--- src/include/raw_params.svh ---
// register map, field positions, reset values and timing counts of the alarm/watchdog block
`ifndef RAW_PARAMS_SVH
`define RAW_PARAMS_SVH
`define RAW_ADDR_W 17
`define RAW_OFS_FLAGS 17'h1FFF0
`define RAW_OFS_ALM_SEC 17'h1FFF2
`define RAW_OFS_ALM_DATE 17'h1FFF5
`define RAW_OFS_ENABLES 17'h1FFF6
`define RAW_OFS_WDOG 17'h1FFF7
`define RAW_OFS_SECONDS 17'h1FFF9
`define RAW_OFS_DAY 17'h1FFFC
`define RAW_FLG_WF 7
`define RAW_FLG_AF 6
`define RAW_EN_AE 7
`define RAW_EN_ABE 5
`define RAW_WD_STEER 7
`define RAW_ALM_MASK 7
`define RAW_SEC_OSC 7
`define RAW_DAY_FT 6
`define RAW_EN_RST 8'h00
`define RAW_WD_RST 8'h00
`define RAW_ALM_RST 8'h00
`define RAW_OSC_STOP_RST 1'b1
`define RAW_FT_RST 1'b0
`define RAW_CLK_HZ 250000000
`define RAW_OSC_HZ 32768
`define RAW_SQ_HALF_LOG2 5
`define RAW_PRE_W 17
`define RAW_RES_LOG2 '{11, 13, 15, 17}
`define RAW_RST_PULSE_MS 40
`define RAW_RST_PULSE_CYC ((64'(`RAW_RST_PULSE_MS) * 64'(`RAW_CLK_HZ) + 64'd999) / 64'd1000)
`endif

--- src/include/raw_pkg.sv ---
// types shared by the alarm/watchdog block
`include "raw_params.svh"
package raw_pkg;
	typedef logic [7:0] raw_byte_t;
	typedef logic [`RAW_ADDR_W-1:0] raw_addr_t;
	typedef enum logic [2:0] {
		WD_OFF = 3'b001,
		WD_RUN = 3'b010,
		WD_PULSE = 3'b100
	} raw_wd_state_e;
endpackage

--- src/include/raw_core_if.sv ---
// ticks and reset-pulse handshake between the core and its helpers
`timescale 1ns/1ps
`default_nettype none
interface raw_core_if;
	logic run;
	logic restart;
	logic osc_tick;
	logic sq_wave;
	logic [3:0] res_tick;
	logic pulse_start;
	logic pulse_busy;
	logic pulse_done;
	modport div(input run, input restart, output osc_tick, output sq_wave, output res_tick);
	modport pulse(input pulse_start, output pulse_busy, output pulse_done);
	modport core(output run, output restart, output pulse_start, input osc_tick, input sq_wave,
		input res_tick, input pulse_busy, input pulse_done);
endinterface
`default_nettype wire

--- src/logic/raw_alarm_wdog.sv ---
// alarm, watchdog and frequency-test logic behind the asynchronous memory bus
//
// Contract
// - square wave at 512 Hz under test conditions
// - power-up clears the frequency test bit
// - mask bits pick the alarm match fields
// - undefined mask codes alarm every second
// - alarm match sets flag, enable drives interrupt
// - flags access releases the alarm interrupt
// - flags access clears flag after cycle ends
// - on battery alarm needs both enables
// - power-up clears enables, alarm still flags
// - multiplier and resolution fields of watchdog
// - timeout equals multiplier times resolution
// - expiry sets flag, interrupt held until access
// - steer zero sends expiry to interrupt
// - steer one gives 40 ms reset pulse
// - after pulse, watchdog and test bit cleared
// - watchdog access restarts the count
// - zero watchdog register disables the timer
// - power-up clears watchdog and alarm enables
// - watchdog steered to interrupt with a nonzero register suppresses the test wave
// - seconds top bit stops the oscillator
`timescale 1ns/1ps
`default_nettype none
`include "raw_params.svh"
module raw_alarm_wdog import raw_pkg::*; #(
	parameter int unsigned RST_PULSE_CYC = 32'(`RAW_RST_PULSE_CYC),
	parameter int unsigned CLK_HZ = `RAW_CLK_HZ,
	parameter int unsigned OSC_HZ = `RAW_OSC_HZ
) (
	input wire logic clk_i,
	input wire logic rst_i,
	input wire logic ce_n_i,
	input wire logic oe_n_i,
	input wire logic we_n_i,
	input wire logic [`RAW_ADDR_W-1:0] addr_i,
	input wire logic [7:0] dq_i,
	output logic [7:0] dq_o,
	output logic dq_oe_o,
	output logic irq_or_test_out_o,
	output logic irq_or_test_out_oe_o,
	output logic reset_n_o,
	output logic reset_n_oe_o,
	input wire logic power_up_i,
	input wire logic on_battery_i,
	input wire logic sec_tick_i,
	input wire logic [7:0] time_sec_i,
	input wire logic [7:0] time_min_i,
	input wire logic [7:0] time_hour_i,
	input wire logic [7:0] time_date_i,
	output logic osc_stop_o,
	output logic freq_test_o
);
	raw_core_if cif();
	raw_osc_div #(.CLK_HZ(CLK_HZ), .OSC_HZ(OSC_HZ)) u_div (.clk_i(clk_i), .rst_i(rst_i), .cif(cif));
	raw_pulse_timer #(.LEN(RST_PULSE_CYC)) u_pulse (.clk_i(clk_i), .rst_i(rst_i), .cif(cif));

	////////////////////////////////////////////////////////////////////////////////
	// pin synchroniser and bus cycle tracking
	logic [29:0] pin_m_q, pin_s_q;
	logic ce_s, oe_s, we_s, pwr_s, bat_s;
	raw_addr_t addr_s, addr_q, addr_d;
	raw_byte_t dq_s, wdata_q, wdata_d;
	logic acc_now, acc_q, wr_q, wr_d, acc_start, acc_end;
	logic flags_start, wd_start, flags_end, wd_end, wr_end;

	assign {ce_s, oe_s, we_s, addr_s, dq_s, pwr_s, bat_s} = pin_s_q;
	assign acc_now = !ce_s && (!oe_s || !we_s);
	assign acc_start = acc_now && !acc_q;
	assign acc_end = !acc_now && acc_q;
	assign flags_start = acc_start && (addr_s == `RAW_OFS_FLAGS);
	assign wd_start = acc_start && (addr_s == `RAW_OFS_WDOG);
	assign flags_end = acc_end && (addr_q == `RAW_OFS_FLAGS);
	assign wd_end = acc_end && (addr_q == `RAW_OFS_WDOG);
	assign wr_end = acc_end && wr_q;

	always_comb begin
		addr_d = addr_q;
		wdata_d = wdata_q;
		wr_d = wr_q;
		if (acc_now) begin
			addr_d = addr_s;
			wr_d = acc_start ? !we_s : (wr_q || !we_s);
			// the last sample before the write strobe rises is the one committed
			if (!we_s) begin
				wdata_d = dq_s;
			end
		end
	end

	always_ff @(posedge clk_i or posedge rst_i) begin
		if (rst_i) begin
			pin_m_q <= 30'h3800_0000;
			pin_s_q <= 30'h3800_0000;
			acc_q <= 1'b0;
			addr_q <= '0;
			wdata_q <= 8'h00;
			wr_q <= 1'b0;
		end else begin
			pin_m_q <= {ce_n_i, oe_n_i, we_n_i, addr_i, dq_i, power_up_i, on_battery_i};
			pin_s_q <= pin_m_q;
			acc_q <= acc_now;
			addr_q <= addr_d;
			wdata_q <= wdata_d;
			wr_q <= wr_d;
		end
	end

	////////////////////////////////////////////////////////////////////////////////
	// registers, alarm and watchdog
	raw_byte_t en_q, en_d, wd_cfg_q, wd_cfg_d;
	raw_byte_t alm_q [4];
	raw_byte_t alm_d [4];
	logic af_q, af_d, wf_q, wf_d, alarm_irq_q, alarm_irq_d, wd_irq_q, wd_irq_d;
	logic osc_stop_q, osc_stop_d, ft_q, ft_d;
	raw_wd_state_e wd_st_q, wd_st_d;
	logic [4:0] wd_cnt_q, wd_cnt_d, mult;
	logic [1:0] res;
	logic [3:0] mask;
	logic [2:0] alm_idx;
	logic alm_hit, alarm_evt, wd_en, wd_tick, wd_expire, restart, pulse_start;

	assign mult = wd_cfg_q[6:2];
	assign res = wd_cfg_q[1:0];
	assign wd_en = (wd_cfg_q != 8'h00) && (mult != 5'h00);
	assign wd_tick = cif.res_tick[res];
	assign mask = {alm_q[3][`RAW_ALM_MASK], alm_q[2][`RAW_ALM_MASK],
		alm_q[1][`RAW_ALM_MASK], alm_q[0][`RAW_ALM_MASK]};
	assign alm_idx = addr_q[2:0] - 3'h2;

	always_comb begin
		case (mask)
			4'hE: alm_hit = alm_q[0][6:0] == time_sec_i[6:0];
			4'hC: alm_hit = alm_q[0][6:0] == time_sec_i[6:0]
				&& alm_q[1][6:0] == time_min_i[6:0];
			4'h8: alm_hit = alm_q[0][6:0] == time_sec_i[6:0]
				&& alm_q[1][6:0] == time_min_i[6:0]
				&& alm_q[2][5:0] == time_hour_i[5:0];
			4'h0: alm_hit = alm_q[0][6:0] == time_sec_i[6:0]
				&& alm_q[1][6:0] == time_min_i[6:0]
				&& alm_q[2][5:0] == time_hour_i[5:0]
				&& alm_q[3][5:0] == time_date_i[5:0];
			default: alm_hit = 1'b1;
		endcase
		alarm_evt = sec_tick_i && !osc_stop_q && alm_hit;
	end

	always_comb begin
		en_d = en_q;
		wd_cfg_d = wd_cfg_q;
		alm_d = alm_q;
		osc_stop_d = osc_stop_q;
		ft_d = ft_q;
		af_d = af_q;
		wf_d = wf_q;
		alarm_irq_d = alarm_irq_q;
		wd_irq_d = wd_irq_q;
		wd_st_d = wd_st_q;
		wd_cnt_d = wd_cnt_q;
		restart = 1'b0;
		pulse_start = 1'b0;
		wd_expire = 1'b0;
		if (wr_end) begin
			if (addr_q == `RAW_OFS_ENABLES) en_d = wdata_q;
			if (addr_q == `RAW_OFS_WDOG) wd_cfg_d = wdata_q;
			if (addr_q == `RAW_OFS_SECONDS) osc_stop_d = wdata_q[`RAW_SEC_OSC];
			if (addr_q == `RAW_OFS_DAY) ft_d = wdata_q[`RAW_DAY_FT];
			if (addr_q >= `RAW_OFS_ALM_SEC && addr_q <= `RAW_OFS_ALM_DATE) begin
				alm_d[alm_idx[1:0]] = wdata_q;
			end
		end
		// clears first so that a coinciding event still lands
		if (flags_end) begin
			af_d = 1'b0;
			wf_d = 1'b0;
		end
		if (flags_start) alarm_irq_d = 1'b0;
		if (flags_start || wd_start) wd_irq_d = 1'b0;
		if (alarm_evt) begin
			af_d = 1'b1;
			if (en_q[`RAW_EN_AE] && (!bat_s || en_q[`RAW_EN_ABE])) alarm_irq_d = 1'b1;
		end
		unique case (wd_st_q)
			WD_OFF: begin
				if (wd_en && !pwr_s) begin
					wd_st_d = WD_RUN;
					wd_cnt_d = 5'h00;
					restart = 1'b1;
				end
			end
			WD_RUN: begin
				if (!wd_en || pwr_s) begin
					wd_st_d = WD_OFF;
				end else if (wd_start || wd_end) begin
					wd_cnt_d = 5'h00;
					restart = 1'b1;
				end else if (wd_tick) begin
					wd_cnt_d = wd_cnt_q + 5'h01;
					if (5'(wd_cnt_q + 5'h01) == mult) begin
						wd_expire = 1'b1;
						wd_cnt_d = 5'h00;
						restart = 1'b1;
						wf_d = 1'b1;
						if (wd_cfg_q[`RAW_WD_STEER]) begin
							wd_st_d = WD_PULSE;
							pulse_start = 1'b1;
						end else begin
							wd_irq_d = 1'b1;
						end
					end
				end
			end
			WD_PULSE: begin
				if (cif.pulse_done) begin
					wd_cfg_d = 8'h00;
					ft_d = 1'b0;
					wd_st_d = WD_OFF;
				end
			end
		endcase
		if (pwr_s) begin
			en_d = 8'h00;
			wd_cfg_d = 8'h00;
			ft_d = 1'b0;
		end
	end

	always_ff @(posedge clk_i or posedge rst_i) begin
		if (rst_i) begin
			en_q <= `RAW_EN_RST;
			wd_cfg_q <= `RAW_WD_RST;
			alm_q <= '{default: `RAW_ALM_RST};
			osc_stop_q <= `RAW_OSC_STOP_RST;
			ft_q <= `RAW_FT_RST;
			af_q <= 1'b0;
			wf_q <= 1'b0;
			alarm_irq_q <= 1'b0;
			wd_irq_q <= 1'b0;
			wd_st_q <= WD_OFF;
			wd_cnt_q <= 5'h00;
		end else begin
			en_q <= en_d;
			wd_cfg_q <= wd_cfg_d;
			alm_q <= alm_d;
			osc_stop_q <= osc_stop_d;
			ft_q <= ft_d;
			af_q <= af_d;
			wf_q <= wf_d;
			alarm_irq_q <= alarm_irq_d;
			wd_irq_q <= wd_irq_d;
			wd_st_q <= wd_st_d;
			wd_cnt_q <= wd_cnt_d;
		end
	end

	assign cif.run = !osc_stop_q;
	assign cif.restart = restart;
	assign cif.pulse_start = pulse_start;

	////////////////////////////////////////////////////////////////////////////////
	// pin outputs
	raw_byte_t rd_mux;
	logic rd_hit, test_en, irq_oe_d;

	// a steered-to-interrupt watchdog that is armed wins over the test wave
	assign test_en = ft_q && !en_q[`RAW_EN_AE] && !osc_stop_q
		&& (wd_cfg_q[`RAW_WD_STEER] || wd_cfg_q == 8'h00);
	assign irq_oe_d = alarm_irq_q || wd_irq_q || (test_en && !cif.sq_wave);

	always_comb begin
		rd_hit = 1'b1;
		rd_mux = 8'h00;
		if (addr_s == `RAW_OFS_FLAGS) begin
			rd_mux[`RAW_FLG_WF] = wf_q;
			rd_mux[`RAW_FLG_AF] = af_q;
		end else if (addr_s == `RAW_OFS_ENABLES) begin
			rd_mux = en_q;
		end else if (addr_s == `RAW_OFS_WDOG) begin
			rd_mux = wd_cfg_q;
		end else if (addr_s >= `RAW_OFS_ALM_SEC && addr_s <= `RAW_OFS_ALM_DATE) begin
			rd_mux = alm_q[2'(addr_s[2:0] - 3'h2)];
		end else begin
			rd_hit = 1'b0;
		end
	end

	always_ff @(posedge clk_i or posedge rst_i) begin
		if (rst_i) begin
			dq_o <= 8'h00;
			dq_oe_o <= 1'b0;
			irq_or_test_out_o <= 1'b0;
			irq_or_test_out_oe_o <= 1'b0;
			reset_n_o <= 1'b0;
			reset_n_oe_o <= 1'b0;
			osc_stop_o <= `RAW_OSC_STOP_RST;
			freq_test_o <= `RAW_FT_RST;
		end else begin
			dq_o <= rd_mux;
			dq_oe_o <= acc_now && !oe_s && we_s && rd_hit;
			irq_or_test_out_o <= 1'b0;
			irq_or_test_out_oe_o <= irq_oe_d;
			reset_n_o <= 1'b0;
			reset_n_oe_o <= cif.pulse_busy;
			osc_stop_o <= osc_stop_q;
			freq_test_o <= ft_q;
		end
	end
endmodule
`default_nettype wire

--- src/logic/raw_osc_div.sv ---
// 32.768 kHz oscillator derived from the system clock, 512 Hz wave and resolution ticks
`timescale 1ns/1ps
`default_nettype none
`include "raw_params.svh"
module raw_osc_div import raw_pkg::*; #(
	parameter int unsigned CLK_HZ = `RAW_CLK_HZ,
	parameter int unsigned OSC_HZ = `RAW_OSC_HZ
) (
	input wire logic clk_i,
	input wire logic rst_i,
	raw_core_if.div cif
);
	localparam int RES_LOG2 [4] = `RAW_RES_LOG2;
	logic [31:0] ph_q, ph_d, sum;
	logic [`RAW_PRE_W-1:0] pre_q, pre_d;
	logic [`RAW_SQ_HALF_LOG2-1:0] sq_cnt_q, sq_cnt_d;
	logic sq_q, sq_d, tick;

	// fractional accumulator: the average tick rate is exact, jitter is one clock
	always_comb begin
		sum = ph_q + 32'(OSC_HZ);
		tick = cif.run && (sum >= 32'(CLK_HZ));
		ph_d = ph_q;
		pre_d = pre_q;
		sq_cnt_d = sq_cnt_q;
		sq_d = sq_q;
		if (cif.run) begin
			ph_d = tick ? sum - 32'(CLK_HZ) : sum;
		end
		if (tick) begin
			sq_cnt_d = sq_cnt_q + 1'b1;
			if (&sq_cnt_q) begin
				sq_d = !sq_q;
			end
			pre_d = pre_q + 1'b1;
		end
		// restart keeps the square wave running, only the prescaler starts over
		if (cif.restart) begin
			pre_d = '0;
		end
	end

	always_ff @(posedge clk_i or posedge rst_i) begin
		if (rst_i) begin
			ph_q <= '0;
			pre_q <= '0;
			sq_cnt_q <= '0;
			sq_q <= 1'b1;
		end else begin
			ph_q <= ph_d;
			pre_q <= pre_d;
			sq_cnt_q <= sq_cnt_d;
			sq_q <= sq_d;
		end
	end

	assign cif.osc_tick = tick;
	assign cif.sq_wave = sq_q;
	for (genvar k = 0; k < 4; k++) begin : g_res
		// restart is not folded in here: the core derives restart from these ticks,
		// and a restart already takes priority over a tick in the core
		assign cif.res_tick[k] = tick && (&pre_q[RES_LOG2[k]-1:0]);
	end
endmodule
`default_nettype wire

--- src/logic/raw_pulse_timer.sv ---
// fixed-length pulse for the reset output
`timescale 1ns/1ps
`default_nettype none
`include "raw_params.svh"
module raw_pulse_timer #(
	parameter int unsigned LEN = 32'(`RAW_RST_PULSE_CYC)
) (
	input wire logic clk_i,
	input wire logic rst_i,
	raw_core_if.pulse cif
);
	localparam int W = $clog2(LEN + 1);
	logic [W-1:0] cnt_q, cnt_d;
	logic busy_q, busy_d, done;

	always_comb begin
		cnt_d = cnt_q;
		busy_d = busy_q;
		done = busy_q && (cnt_q == W'(LEN - 1));
		if (busy_q) begin
			cnt_d = cnt_q + 1'b1;
			if (done) begin
				busy_d = 1'b0;
			end
		end else if (cif.pulse_start) begin
			busy_d = 1'b1;
			cnt_d = '0;
		end
	end

	always_ff @(posedge clk_i or posedge rst_i) begin
		if (rst_i) begin
			cnt_q <= '0;
			busy_q <= 1'b0;
		end else begin
			cnt_q <= cnt_d;
			busy_q <= busy_d;
		end
	end

	assign cif.pulse_busy = busy_q;
	assign cif.pulse_done = done;
endmodule
`default_nettype wire
--- config.mk ---
export PLATFORM = sky130hd
export DESIGN_NAME = raw_alarm_wdog
export DESIGN_NICKNAME = d
export VERILOG_FILES = /design/src/include/raw_pkg.sv /design/src/include/raw_core_if.sv /design/src/logic/raw_alarm_wdog.sv /design/src/logic/raw_osc_div.sv /design/src/logic/raw_pulse_timer.sv
export VERILOG_INCLUDE_DIRS = /design/src /design/src/include
export SDC_FILE = /design/constraint.sdc
export NUM_CORES = 1
export LEC_CHECK = 0
export ABC_AREA = 1
export BUFFER_PORTS_ARGS = -buffer_cell sky130_fd_sc_hd__buf_2
export CAP_MARGIN = 20
export CORE_UTILIZATION = 30
export CTS_BUF_LIST = sky130_fd_sc_hd__clkbuf_8
export CTS_CLUSTER_SIZE = 20
export DETAILED_ROUTE_END_ITERATION = 7
export PLACE_DENSITY = 0.46
export SLEW_MARGIN = 20
export SYNTH_ARGS = -nofsm -noshare
export SYNTH_HDL_FRONTEND = slang
export SYNTH_SLANG_ARGS = --single-unit
--- constraint.sdc ---
create_clock -name clk_i -period 11.5 [get_ports clk_i]
set_clock_uncertainty 0.2 [all_clocks]
set_input_delay 1.15 -clock clk_i [delete_from_list [all_inputs] [get_ports clk_i]]
set_output_delay 1.15 -clock clk_i [all_outputs]
set_load 0.02 [all_outputs]
==> results of run 1 <==
state kept, by name, summed over array words and instances, names as in the netlist, 8 cells and up:
register       count
addr_q            17
alm_q             32
dq_o               8
en_q               8
pin_m_q           30
pin_s_q           30
u_div.ph_q        25
u_div.pre_q       17
u_pulse.cnt_q     24
wd_cfg_q           8
wdata_q            8
cell usage after synthesis (3+ instances only):
cell type	count	share of area
nand3_1	92	0.040
nand2_1	333	0.11
a31oi_1	3	0.0016
ha_1	9	0.0098
buf_4	3	0.0020
o21ai_2	5	0.0038
or2_2	9	0.0049
nand4_1	36	0.020
clkbuf_1	14	0.0046
nor2_4	5	0.0049
a21oi_2	6	0.0046
o21ai_1	3	0.0013
o21bai_1	3	0.0020
nor4_1	15	0.0082
nor2_1	98	0.032
inv_2	5	0.0016
a21oi_1	46	0.020
dfrtp_1	225	0.49
nor3_1	28	0.012
nor2_2	9	0.0049
a22oi_1	5	0.0033
o22ai_1	11	0.0060
o211ai_1	3	0.0020
dfstp_2	10	0.023
inv_1	159	0.052
xor2_1	32	0.024
xnor2_1	20	0.015
a221oi_1	5	0.0038
buf_2	6	0.0026
o21ai_0	127	0.056
through the flow:
| stage | utilization | total power [W] | cell area, µm² | hold slack (ps) | setup slack (ps) |
|---|---|---|---|---|---|
| 6_report | 0.351 | 0.00176 | 13200 | 142 | 7570 |
| 5_1_grt | 0.351 | 0.00185 | 13200 | 153 | 7110 |
| 4_1_cts | 0.351 | 0.00180 | 13200 | 146 | 7470 |
| 3_5_place_dp | 0.328 | 0.000977 | 12300 | 135 | 7540 |
| 3_3_place_gp | 0.328 | 0.000976 | 12300 | 135 | 7550 |
| 2_1_floorplan | - | 0.000939 | 11400 | 131 | 3720 |
cells by family after synthesis:
logic type / after synthesis / synth area share
simple gates: 643 / 0.252
compound gates: 231 / 0.117
xor+xnor: 52 / 0.0398
buf+inv: 191 / 0.0659
fa+ha+maj: 9 / 0.00984
other cells: 1 / 0.000328
flops: 235 / 0.515
layout make-up:
cell class,instances,area share
sequential,235,0.446
multi-input combinational,937,0.363
clock buffer,53,0.0552
tap,511,0.0484
inverter,165,0.0475
timing repair buffer,75,0.0292
clock inverter,25,0.00995
worst paths after layout:
path | startpoint | to | slack (ps)
worst min-delay path | pin_m_q[25] | pin_s_q[25] | 140
max in group asynchronous | rst_i | irq_or_test_out_oe_o | 8360
worst max register to register | u_div.ph_q[15] | u_div.pre_q[4] | 7570
worst max-delay path | u_div.ph_q[15] | u_div.pre_q[4] | 7570
min in group asynchronous | rst_i | pin_s_q[9] | 470
worst min register to register | pin_m_q[25] | pin_s_q[25] | 140
power by group through the flow:
stage                     clock network (W)  registers [W]   logic, W
final                              0.000797       0.000875  0.0000851
after global routing               0.000872       0.000878  0.0000987
after CTS                          0.000837       0.000875  0.0000882
after detailed placement                  0       0.000889  0.0000878
after global placement                    0       0.000889  0.0000868
after floorplan                           0       0.000881  0.0000580
critical path: cells and delay by family (launching register included):
family        cells  cell delay [ps]
simple gates     16             2240
buf+inv           1              540
flops             1              490
fa+ha+maj         1              280
cell usage in the layout (no fill, tap or decap), types with 5 or more instances in the layout:
cell type  instances
a22oi_1            5
dfrtp_1          225
xnor2_1           20
a21oi_1           46
o22ai_1           11
a21oi_2            6
nor2_1            98
inv_1            178
nor3_1            28
o21ai_2            5
nand3_1           92
ha_1               9
inv_2              5
clkbuf_8          53
nand4_1           36
nand2_1          333
buf_2             71
o21ai_0          127
xor2_1            32
nor2_4             5
or2_2              9
nor2_2             9
a221oi_1           5
nor4_1            15
dfstp_2           10
metal layers:
layer / part of all wire / global-route usage
met5: 0 / 0
met4: 0.027 / 0.0517
met3: 0.038 / 0.0323
met2: 0.45 / 0.242
met1: 0.48 / 0.213
==> flow_summary.yaml, run 1 <==
sta:
  period_minus_slack_ps: 3930
  finalHoldViolCount: 0
  fin_crit_sh: 0.342
  rsz0062_at_grt: "false"
  setup_violations: 0
  drv_slew: 0
  clock.fmax_mhz: 254
  relSlewSlack: 0.418
  finalSetupTns_ps: 0
  tightest_slew_ps: 873
clock_network:
  hold_buffers: 0
  cts_tree: "built"
  cts_setup_buffers: 0
  numCtsBuffers: 44
  htree_levels: 2
  cts_root_buffer: "clkbuf_8"
  cts_sinks: 235
  clk_pin_slew_ps: 60
  clk_latency_ps: 590
  cts_resized: 0
  clockBufferDepth: 3
detailed_routing:
  ant_nets: 0
  avgViaCountPerCell: 4.67
  routed_wl_um: 28800
  drt-initial-drc-count: 519
  first_pass_iters: 5
  drc_errors: 0
  vias: 9340
  wl_per_cell_um: 14.4
synthesis:
  ys.flop_type: "dfrtp_1"
  synth-async-reset-ratio: 1.00
  synth_edf_count: 0
  synth_cells: 1362
  ys_types: 57
  synth_warnings: 0
  ys_seq_area_frac: 0.515
  synth_area_per_cell_um2: 8.40
  syn_area_um2: 11400
  ys_ff_latch: 235
power_and_ir_drop:
  combPwrFrac: 0.048
  power.density_nw_per_um2: 133
  pwr-share-clk: 0.454
  intPower_w: 0.00132
  p_switching_w: 0.000440
  p_seq_frac: 0.498
  leakagePower_nw: 5.98
  ir_drop_mv: 0.0797
  switching_share: 0.250
critical_path:
  critical_path_required_ps: 11740
  criticalPathCategory: "flop to flop"
  reg2regPathDepth: 18
  end_kind: "flop"
  cpMostUsedCell: "nand2_1"
  cp_max_fo: 23
  arrival_ps: 4170
  critPathLaunchType: "flop"
  cpPeakStageDelay_ps: 540
  path_cells: "ha_1, nand3_2, nor2_2, nand2_1, nand2_1, nand2_1, nor2_2, nand2_1, nor2_2, nor2_1, nand2_4, nand2_2, inv_1, nand3_1, nor2_1, nand2_1, nand2_1, nor2_1"
  cpMaxStageDelayCell: "inv_1"
finish:
  drive_gt1_frac: 0.133
  syn2layout_area_growth_pct: 15.4
  regArea_um2: 5890
  final_cells: 2001
  layout.nets: 1532
  antennaDiodeCount: 0
  fillers: 3938
  multi_input_area_um2: 4800
grt:
  antenna_found_initial: 0
  track_usage: 0.155
  grt.overflow.total: 0
  grt_first_pass_wirelength_um: 48000
  grt_max_degree: 111
  grt_pass1_vias: 9215
run:
  drv_cap: 0
die:
  initial_utilization: 0.304
  die_area_um2: 38900
  ioPinCount: 80
  die_h_um: 197
  die_w_um: 197
  core_um2: 37600
  fp-row-count: 71
run_status:
  status: "finished, final reports clean"
placement:
  post-dp-hpwl_um: 20200
  place_inst: 1923
  io_buffers: 71
  gp_congestion: 0.835
min_path:
  hold_class: "flop to flop"
  hold_depth: 0
Note: power is estimated with default switching activity, not from simulation.
==> run 2: changes to the inputs <==
--- a/config.mk
+++ b/config.mk
@@ -13,7 +13,7 @@
 export CTS_BUF_LIST = sky130_fd_sc_hd__clkbuf_8
 export CTS_CLUSTER_SIZE = 20
 export DETAILED_ROUTE_END_ITERATION = 7
-export PLACE_DENSITY = 0.46
+export PLACE_DENSITY = 0.48
 export SLEW_MARGIN = 20
 export SYNTH_ARGS = -nofsm -noshare
 export SYNTH_HDL_FRONTEND = slang
==> constraint.sdc (replaced) <==
create_clock -name clk_i -period 3.3 [get_ports clk_i]
set_clock_uncertainty 0.2 [all_clocks]
set_input_delay 0.33 -clock clk_i [delete_from_list [all_inputs] [get_ports clk_i]]
set_output_delay 0.33 -clock clk_i [all_outputs]
set_load 0.02 [all_outputs]
==> flow_summary.yaml, run 2 (same netlist as run 1, synthesis figures left out) <==
detailed_routing:
  drt-initial-drc-count: 442
  wl_per_cell_um: 13.9
  drc_errors: 0
  vias: 9549
  avgViaCountPerCell: 4.64
  first_pass_iters: 5
  ant_nets: 0
  routed_wl_um: 28500
die:
  die_w_um: 197
  die_area_um2: 38900
  die_h_um: 197
  core_um2: 37600
  fp-row-count: 71
  ioPinCount: 80
  initial_utilization: 0.304
power_and_ir_drop:
  leakagePower_nw: 6.23
  switching_share: 0.249
  combPwrFrac: 0.054
  p_switching_w: 0.00157
  pwr-share-clk: 0.463
  power.density_nw_per_um2: 458
  p_seq_frac: 0.484
  intPower_w: 0.00474
  ir_drop_mv: 0.377
clock_network:
  cts_root_buffer: "clkbuf_8"
  clk_pin_slew_ps: 60
  cts_setup_buffers: 0
  clk_latency_ps: 620
  htree_levels: 2
  numCtsBuffers: 44
  cts_sinks: 235
  cts_tree: "built"
  clockBufferDepth: 3
critical_path:
  reg2regPathDepth: 20
  crit_buf_inv: 3
  critPathLaunchType: "flop"
  r2r-end: "u_div.pre_q[7]"
  critical_path_required_ps: 3580
  criticalPathCategory: "flop to flop"
  regToRegStartpoint: "u_div.ph_q[16]"
  critPathLaunch: "u_div.ph_q[16]"
  cpMaxStageDelayCell: "dfrtp_1"
  crit_end: "u_div.pre_q[7]"
  cpMostUsedCell: "nand2_1"
  path_cells: "ha_2, nand2_1, inv_1, nor2_4, inv_1, nor2_1, nand2_1, nand2_1, nand2_1, nor2_2, nor2_1, nand2_4, nand2_2, buf_4, nor2_2, nand2_1, nor2_1, nand2_1, nand2_1, nor2_1"
  crit_family: "simple AND/OR/NAND/NOR gates"
  cp.depth: 20
  cp_max_fo: 9
  rrSetupSlack_ps: 290
  end_kind: "flop"
  arrival_ps: 3290
  cpPeakStageDelay_ps: 410
min_path:
  hold_class: "flop to flop"
grt:
  antenna_found_initial: 0
  track_usage: 0.154
  grt_max_degree: 134
  grt_first_pass_wirelength_um: 48100
  grt.overflow.total: 0
  grt_pass1_vias: 9431
finish:
  largest_reg_flops: 32
  antennaDiodeCount: 0
  top_register: "alm_q"
  post-route-util: 0.367
  final_common_cell: "nand2_1"
  layout.nets: 1586
  top_regs: "alm_q x32, pin_m_q x30, pin_s_q x30"
  layout_common_cells: "nand2_1 (333), dfrtp_1 (225), inv_1 (174)"
  drive_gt1_frac: 0.146
  syn2layout_area_growth_pct: 20.4
sta:
  tightest_slew_ps: 745
  setup_violations: 0
  period_minus_slack_ps: 3010
  clock.fmax_mhz: 332
  drv_slew: 0
  relSlewSlack: 0.504
  finalHoldViolCount: 0
  fin_crit_sh: 0.913
  rsz0062_at_grt: "false"
  setup_ws_ps: 288
placement:
  gp_congestion: 0.900
  dp_slack_ps: 294
  post-dp-hpwl_um: 20400
  io_buffers: 71
run_status:
  status: "finished, final reports clean"
run:
  drv_cap: 0
==> run 2: per-stage QoR <==
step / TNS, ps / cell area, µm² / std cells / total power, W / hold slack, ps
after floorplan: -67440 / 11400 / 1363 / 0.00327 / 131
after global placement: 0 / 12500 / 1944 / 0.00341 / 109
after detailed placement: 0 / 12500 / 1944 / 0.00342 / 109
after CTS: 0 / 13800 / 2057 / 0.00645 / 101
after global routing: 0 / 13800 / 2057 / 0.00663 / 115
final: 0 / 13800 / 2057 / 0.00631 / 136
==> run 2: layout make-up <==
type                    instances  area, µm²
multi-input cells             937       4810
fillers                      3913      23800
clock buffers                  50        688
repair buffers                129        898
flip-flops and latches        235       5890
well taps                     511        639
clock inverters                30        225
inverters                     165        627
==> run 2: what timing repair did <==
item                                    4_1_cts  5_1_grt
endpoints found under the hold margin       254        0
endpoints found under the setup margin        0        5
gates resized for setup                       0        4
hold buffers                                 33        0
==> run 2: layer usage <==
layer,GRT usage,vias up,wire (µm)
met2,0.241,162,13100
met1,0.210,4547,13700
met4,0.0494,0,604
met3,0.0331,44,1200
met5,0,-,0
li1,-,4796,-
==> run 2: worst min-delay path by stage <==
stage                     depth (start not counted)  startpoint     endpoint  slack (ps)
after floorplan                                   0  pin_m_q[0]   pin_s_q[0]         130
after global placement                            2       rst_i  pin_m_q[17]         110
after detailed placement                          2       rst_i  pin_m_q[17]         110
after CTS                                         2     dq_i[0]   pin_m_q[2]         100
after global routing                              2     dq_i[1]   pin_m_q[3]         120
final                                             0  pin_m_q[8]   pin_s_q[8]         140
==> run 2: power by group through the flow <==
stage               Combinational, W  Clock (W)  Sequential, W
CTS                         0.000348    0.00305        0.00305
finish                      0.000339    0.00292        0.00305
detailed placement          0.000317          0        0.00310
global placement            0.000312          0        0.00310
floorplan                   0.000203          0        0.00307
global route                0.000389    0.00318        0.00306
==> run 3: changes to the inputs <==
--- a/config.mk
+++ b/config.mk
@@ -14,6 +14,7 @@
 export CTS_CLUSTER_SIZE = 20
 export DETAILED_ROUTE_END_ITERATION = 7
 export PLACE_DENSITY = 0.48
+export RECOVER_POWER = 50
 export SLEW_MARGIN = 20
 export SYNTH_ARGS = -nofsm -noshare
 export SYNTH_HDL_FRONTEND = slang
==> flow_summary.yaml, run 3 (same netlist as run 1, synthesis figures left out) <==
finish:
  layout_common_cells: "nand2_1 (333), dfrtp_1 (225), inv_1 (174)"
  stdcell_area_um2: 13700
  top_regs: "alm_q x32, pin_m_q x30, pin_s_q x30"
  antennaDiodeCount: 0
  syn2layout_area_growth_pct: 19.8
  drive_gt1_frac: 0.130
  top_register: "alm_q"
  final_common_cell: "nand2_1"
  largest_reg_flops: 32
  post-route-util: 0.365
  layout.nets: 1586
sta:
  relSlewSlack: 0.131
  drv_slew: 0
  period_minus_slack_ps: 3010
  clock.fmax_mhz: 332
  setup_ws_ps: 285
  finalHoldViolCount: 0
  tightest_slew_ps: 1300
  rsz0062_at_grt: "false"
  finalHoldWorstSlack_ps: 136
  setup_violations: 0
  fin_crit_sh: 0.913
die:
  ioPinCount: 80
  initial_utilization: 0.304
  core_um2: 37600
  die_h_um: 197
  die_w_um: 197
  fp-row-count: 71
  die_area_um2: 38900
detailed_routing:
  avgViaCountPerCell: 4.64
  wl_per_cell_um: 13.9
  ant_nets: 0
  routed_wl_um: 28600
  vias: 9546
  drt-initial-drc-count: 437
  drc_errors: 0
  first_pass_iters: 7
grt:
  antenna_found_initial: 0
  track_usage: 0.154
  grt_pass1_vias: 9431
  grt_max_degree: 134
  grt_first_pass_wirelength_um: 48100
  grt.overflow.total: 0
clock_network:
  cts_sinks: 235
  cts_root_buffer: "clkbuf_8"
  numCtsBuffers: 44
  clk_pin_slew_ps: 60
  htree_levels: 2
  cts_tree: "built"
  clk_latency_ps: 620
  clockBufferDepth: 3
  cts_setup_buffers: 0
run:
  drv_cap: 0
critical_path:
  cp_max_fo: 9
  arrival_ps: 3300
  critPathLaunchType: "flop"
  end_kind: "flop"
  cpMostUsedCell: "nand2_1"
  critical_path_required_ps: 3580
  cpMaxStageDelayCell: "dfrtp_1"
  criticalPathCategory: "flop to flop"
  crit_buf_inv: 3
  crit_family: "simple AND/OR/NAND/NOR gates"
  path_cells: "ha_2, nand2_1, inv_1, nor2_4, inv_1, nor2_1, nand2_1, nand2_1, nand2_1, nor2_2, nor2_1, nand2_4, nand2_2, buf_4, nor2_2, nand2_1, nor2_1, nand2_1, nand2_1, nor2_1"
  cpPeakStageDelay_ps: 410
placement:
  gp_congestion: 0.900
  dp_slack_ps: 294
  place_area_um2: 12500
  io_buffers: 71
  post-dp-hpwl_um: 20400
run_status:
  status: "finished, final reports clean"
power_and_ir_drop:
  finalPower_w: 0.00630
  power.density_nw_per_um2: 460
  ir_drop_mv: 0.377
  leakagePower_nw: 6.13
min_path:
  hold_class: "flop to flop"
==> run 3: cell types whose count changed in the layout (fill, tap and decap cells not counted), moves of 2 or more <==
cell,before,now
buf_12,2,0
buf_2,71,55
buf_4,23,17
clkbuf_1,0,22
dfstp_1,0,2
dfstp_2,10,8
==> run 3: per-layer routing <==
metal  global-route usage  up-vias  part of all wire
li1                     -     4799                 -
met1                0.210     4549              0.48
met2                0.241      154              0.46
met3               0.0331       44             0.040
met4               0.0494        0             0.021
met5                    0        -                 0
==> run 3: area by class of cell <==
cell class | instances | area, µm²
Multi-Input combinational cell | 937 | 4800
Fill cell | 3927 | 23900
Clock inverter | 30 | 225
Tap cell | 511 | 639
Sequential cell | 235 | 5890
Timing Repair Buffer | 129 | 835
Inverter | 165 | 624
Clock buffer | 50 | 688
==> run 3: stage by stage <==
step / std cells / setup TNS (ps)
global placement: 1944 / 0
CTS: 2057 / 0
finish: 2057 / 0
floorplan: 1363 / -67440
detailed placement: 1944 / 0
global route: 2057 / 0
==> run 3: path summary, 6_finish.rpt <==
check                                from              to  slack, ps  depth (start not counted)
setup / recovery           u_div.ph_q[16]  u_div.pre_q[7]        290                         20
hold / removal                 pin_m_q[8]      pin_s_q[8]        140                          0
setup reg to reg           u_div.ph_q[16]  u_div.pre_q[7]        290                         20
hold reg to reg                pin_m_q[8]      pin_s_q[8]        140                          0
max in group asynchronous           rst_i      pin_m_q[6]        700                          5
min in group asynchronous           rst_i     pin_s_q[15]        660                          4
==> run 3: repair_timing <==
action	in CTS	in global routing
hold endpoints to repair	254	0
endpoints found under the setup margin	0	5
hold buffers	33	0
resized for setup	0	4
==> run 3: where the power goes <==
part	leakage (nW)	switching, W	internal, W
registers	3.04	0.0000687	0.00298
logic	2.55	0.000218	0.000112
clock network	0.538	0.00128	0.00164
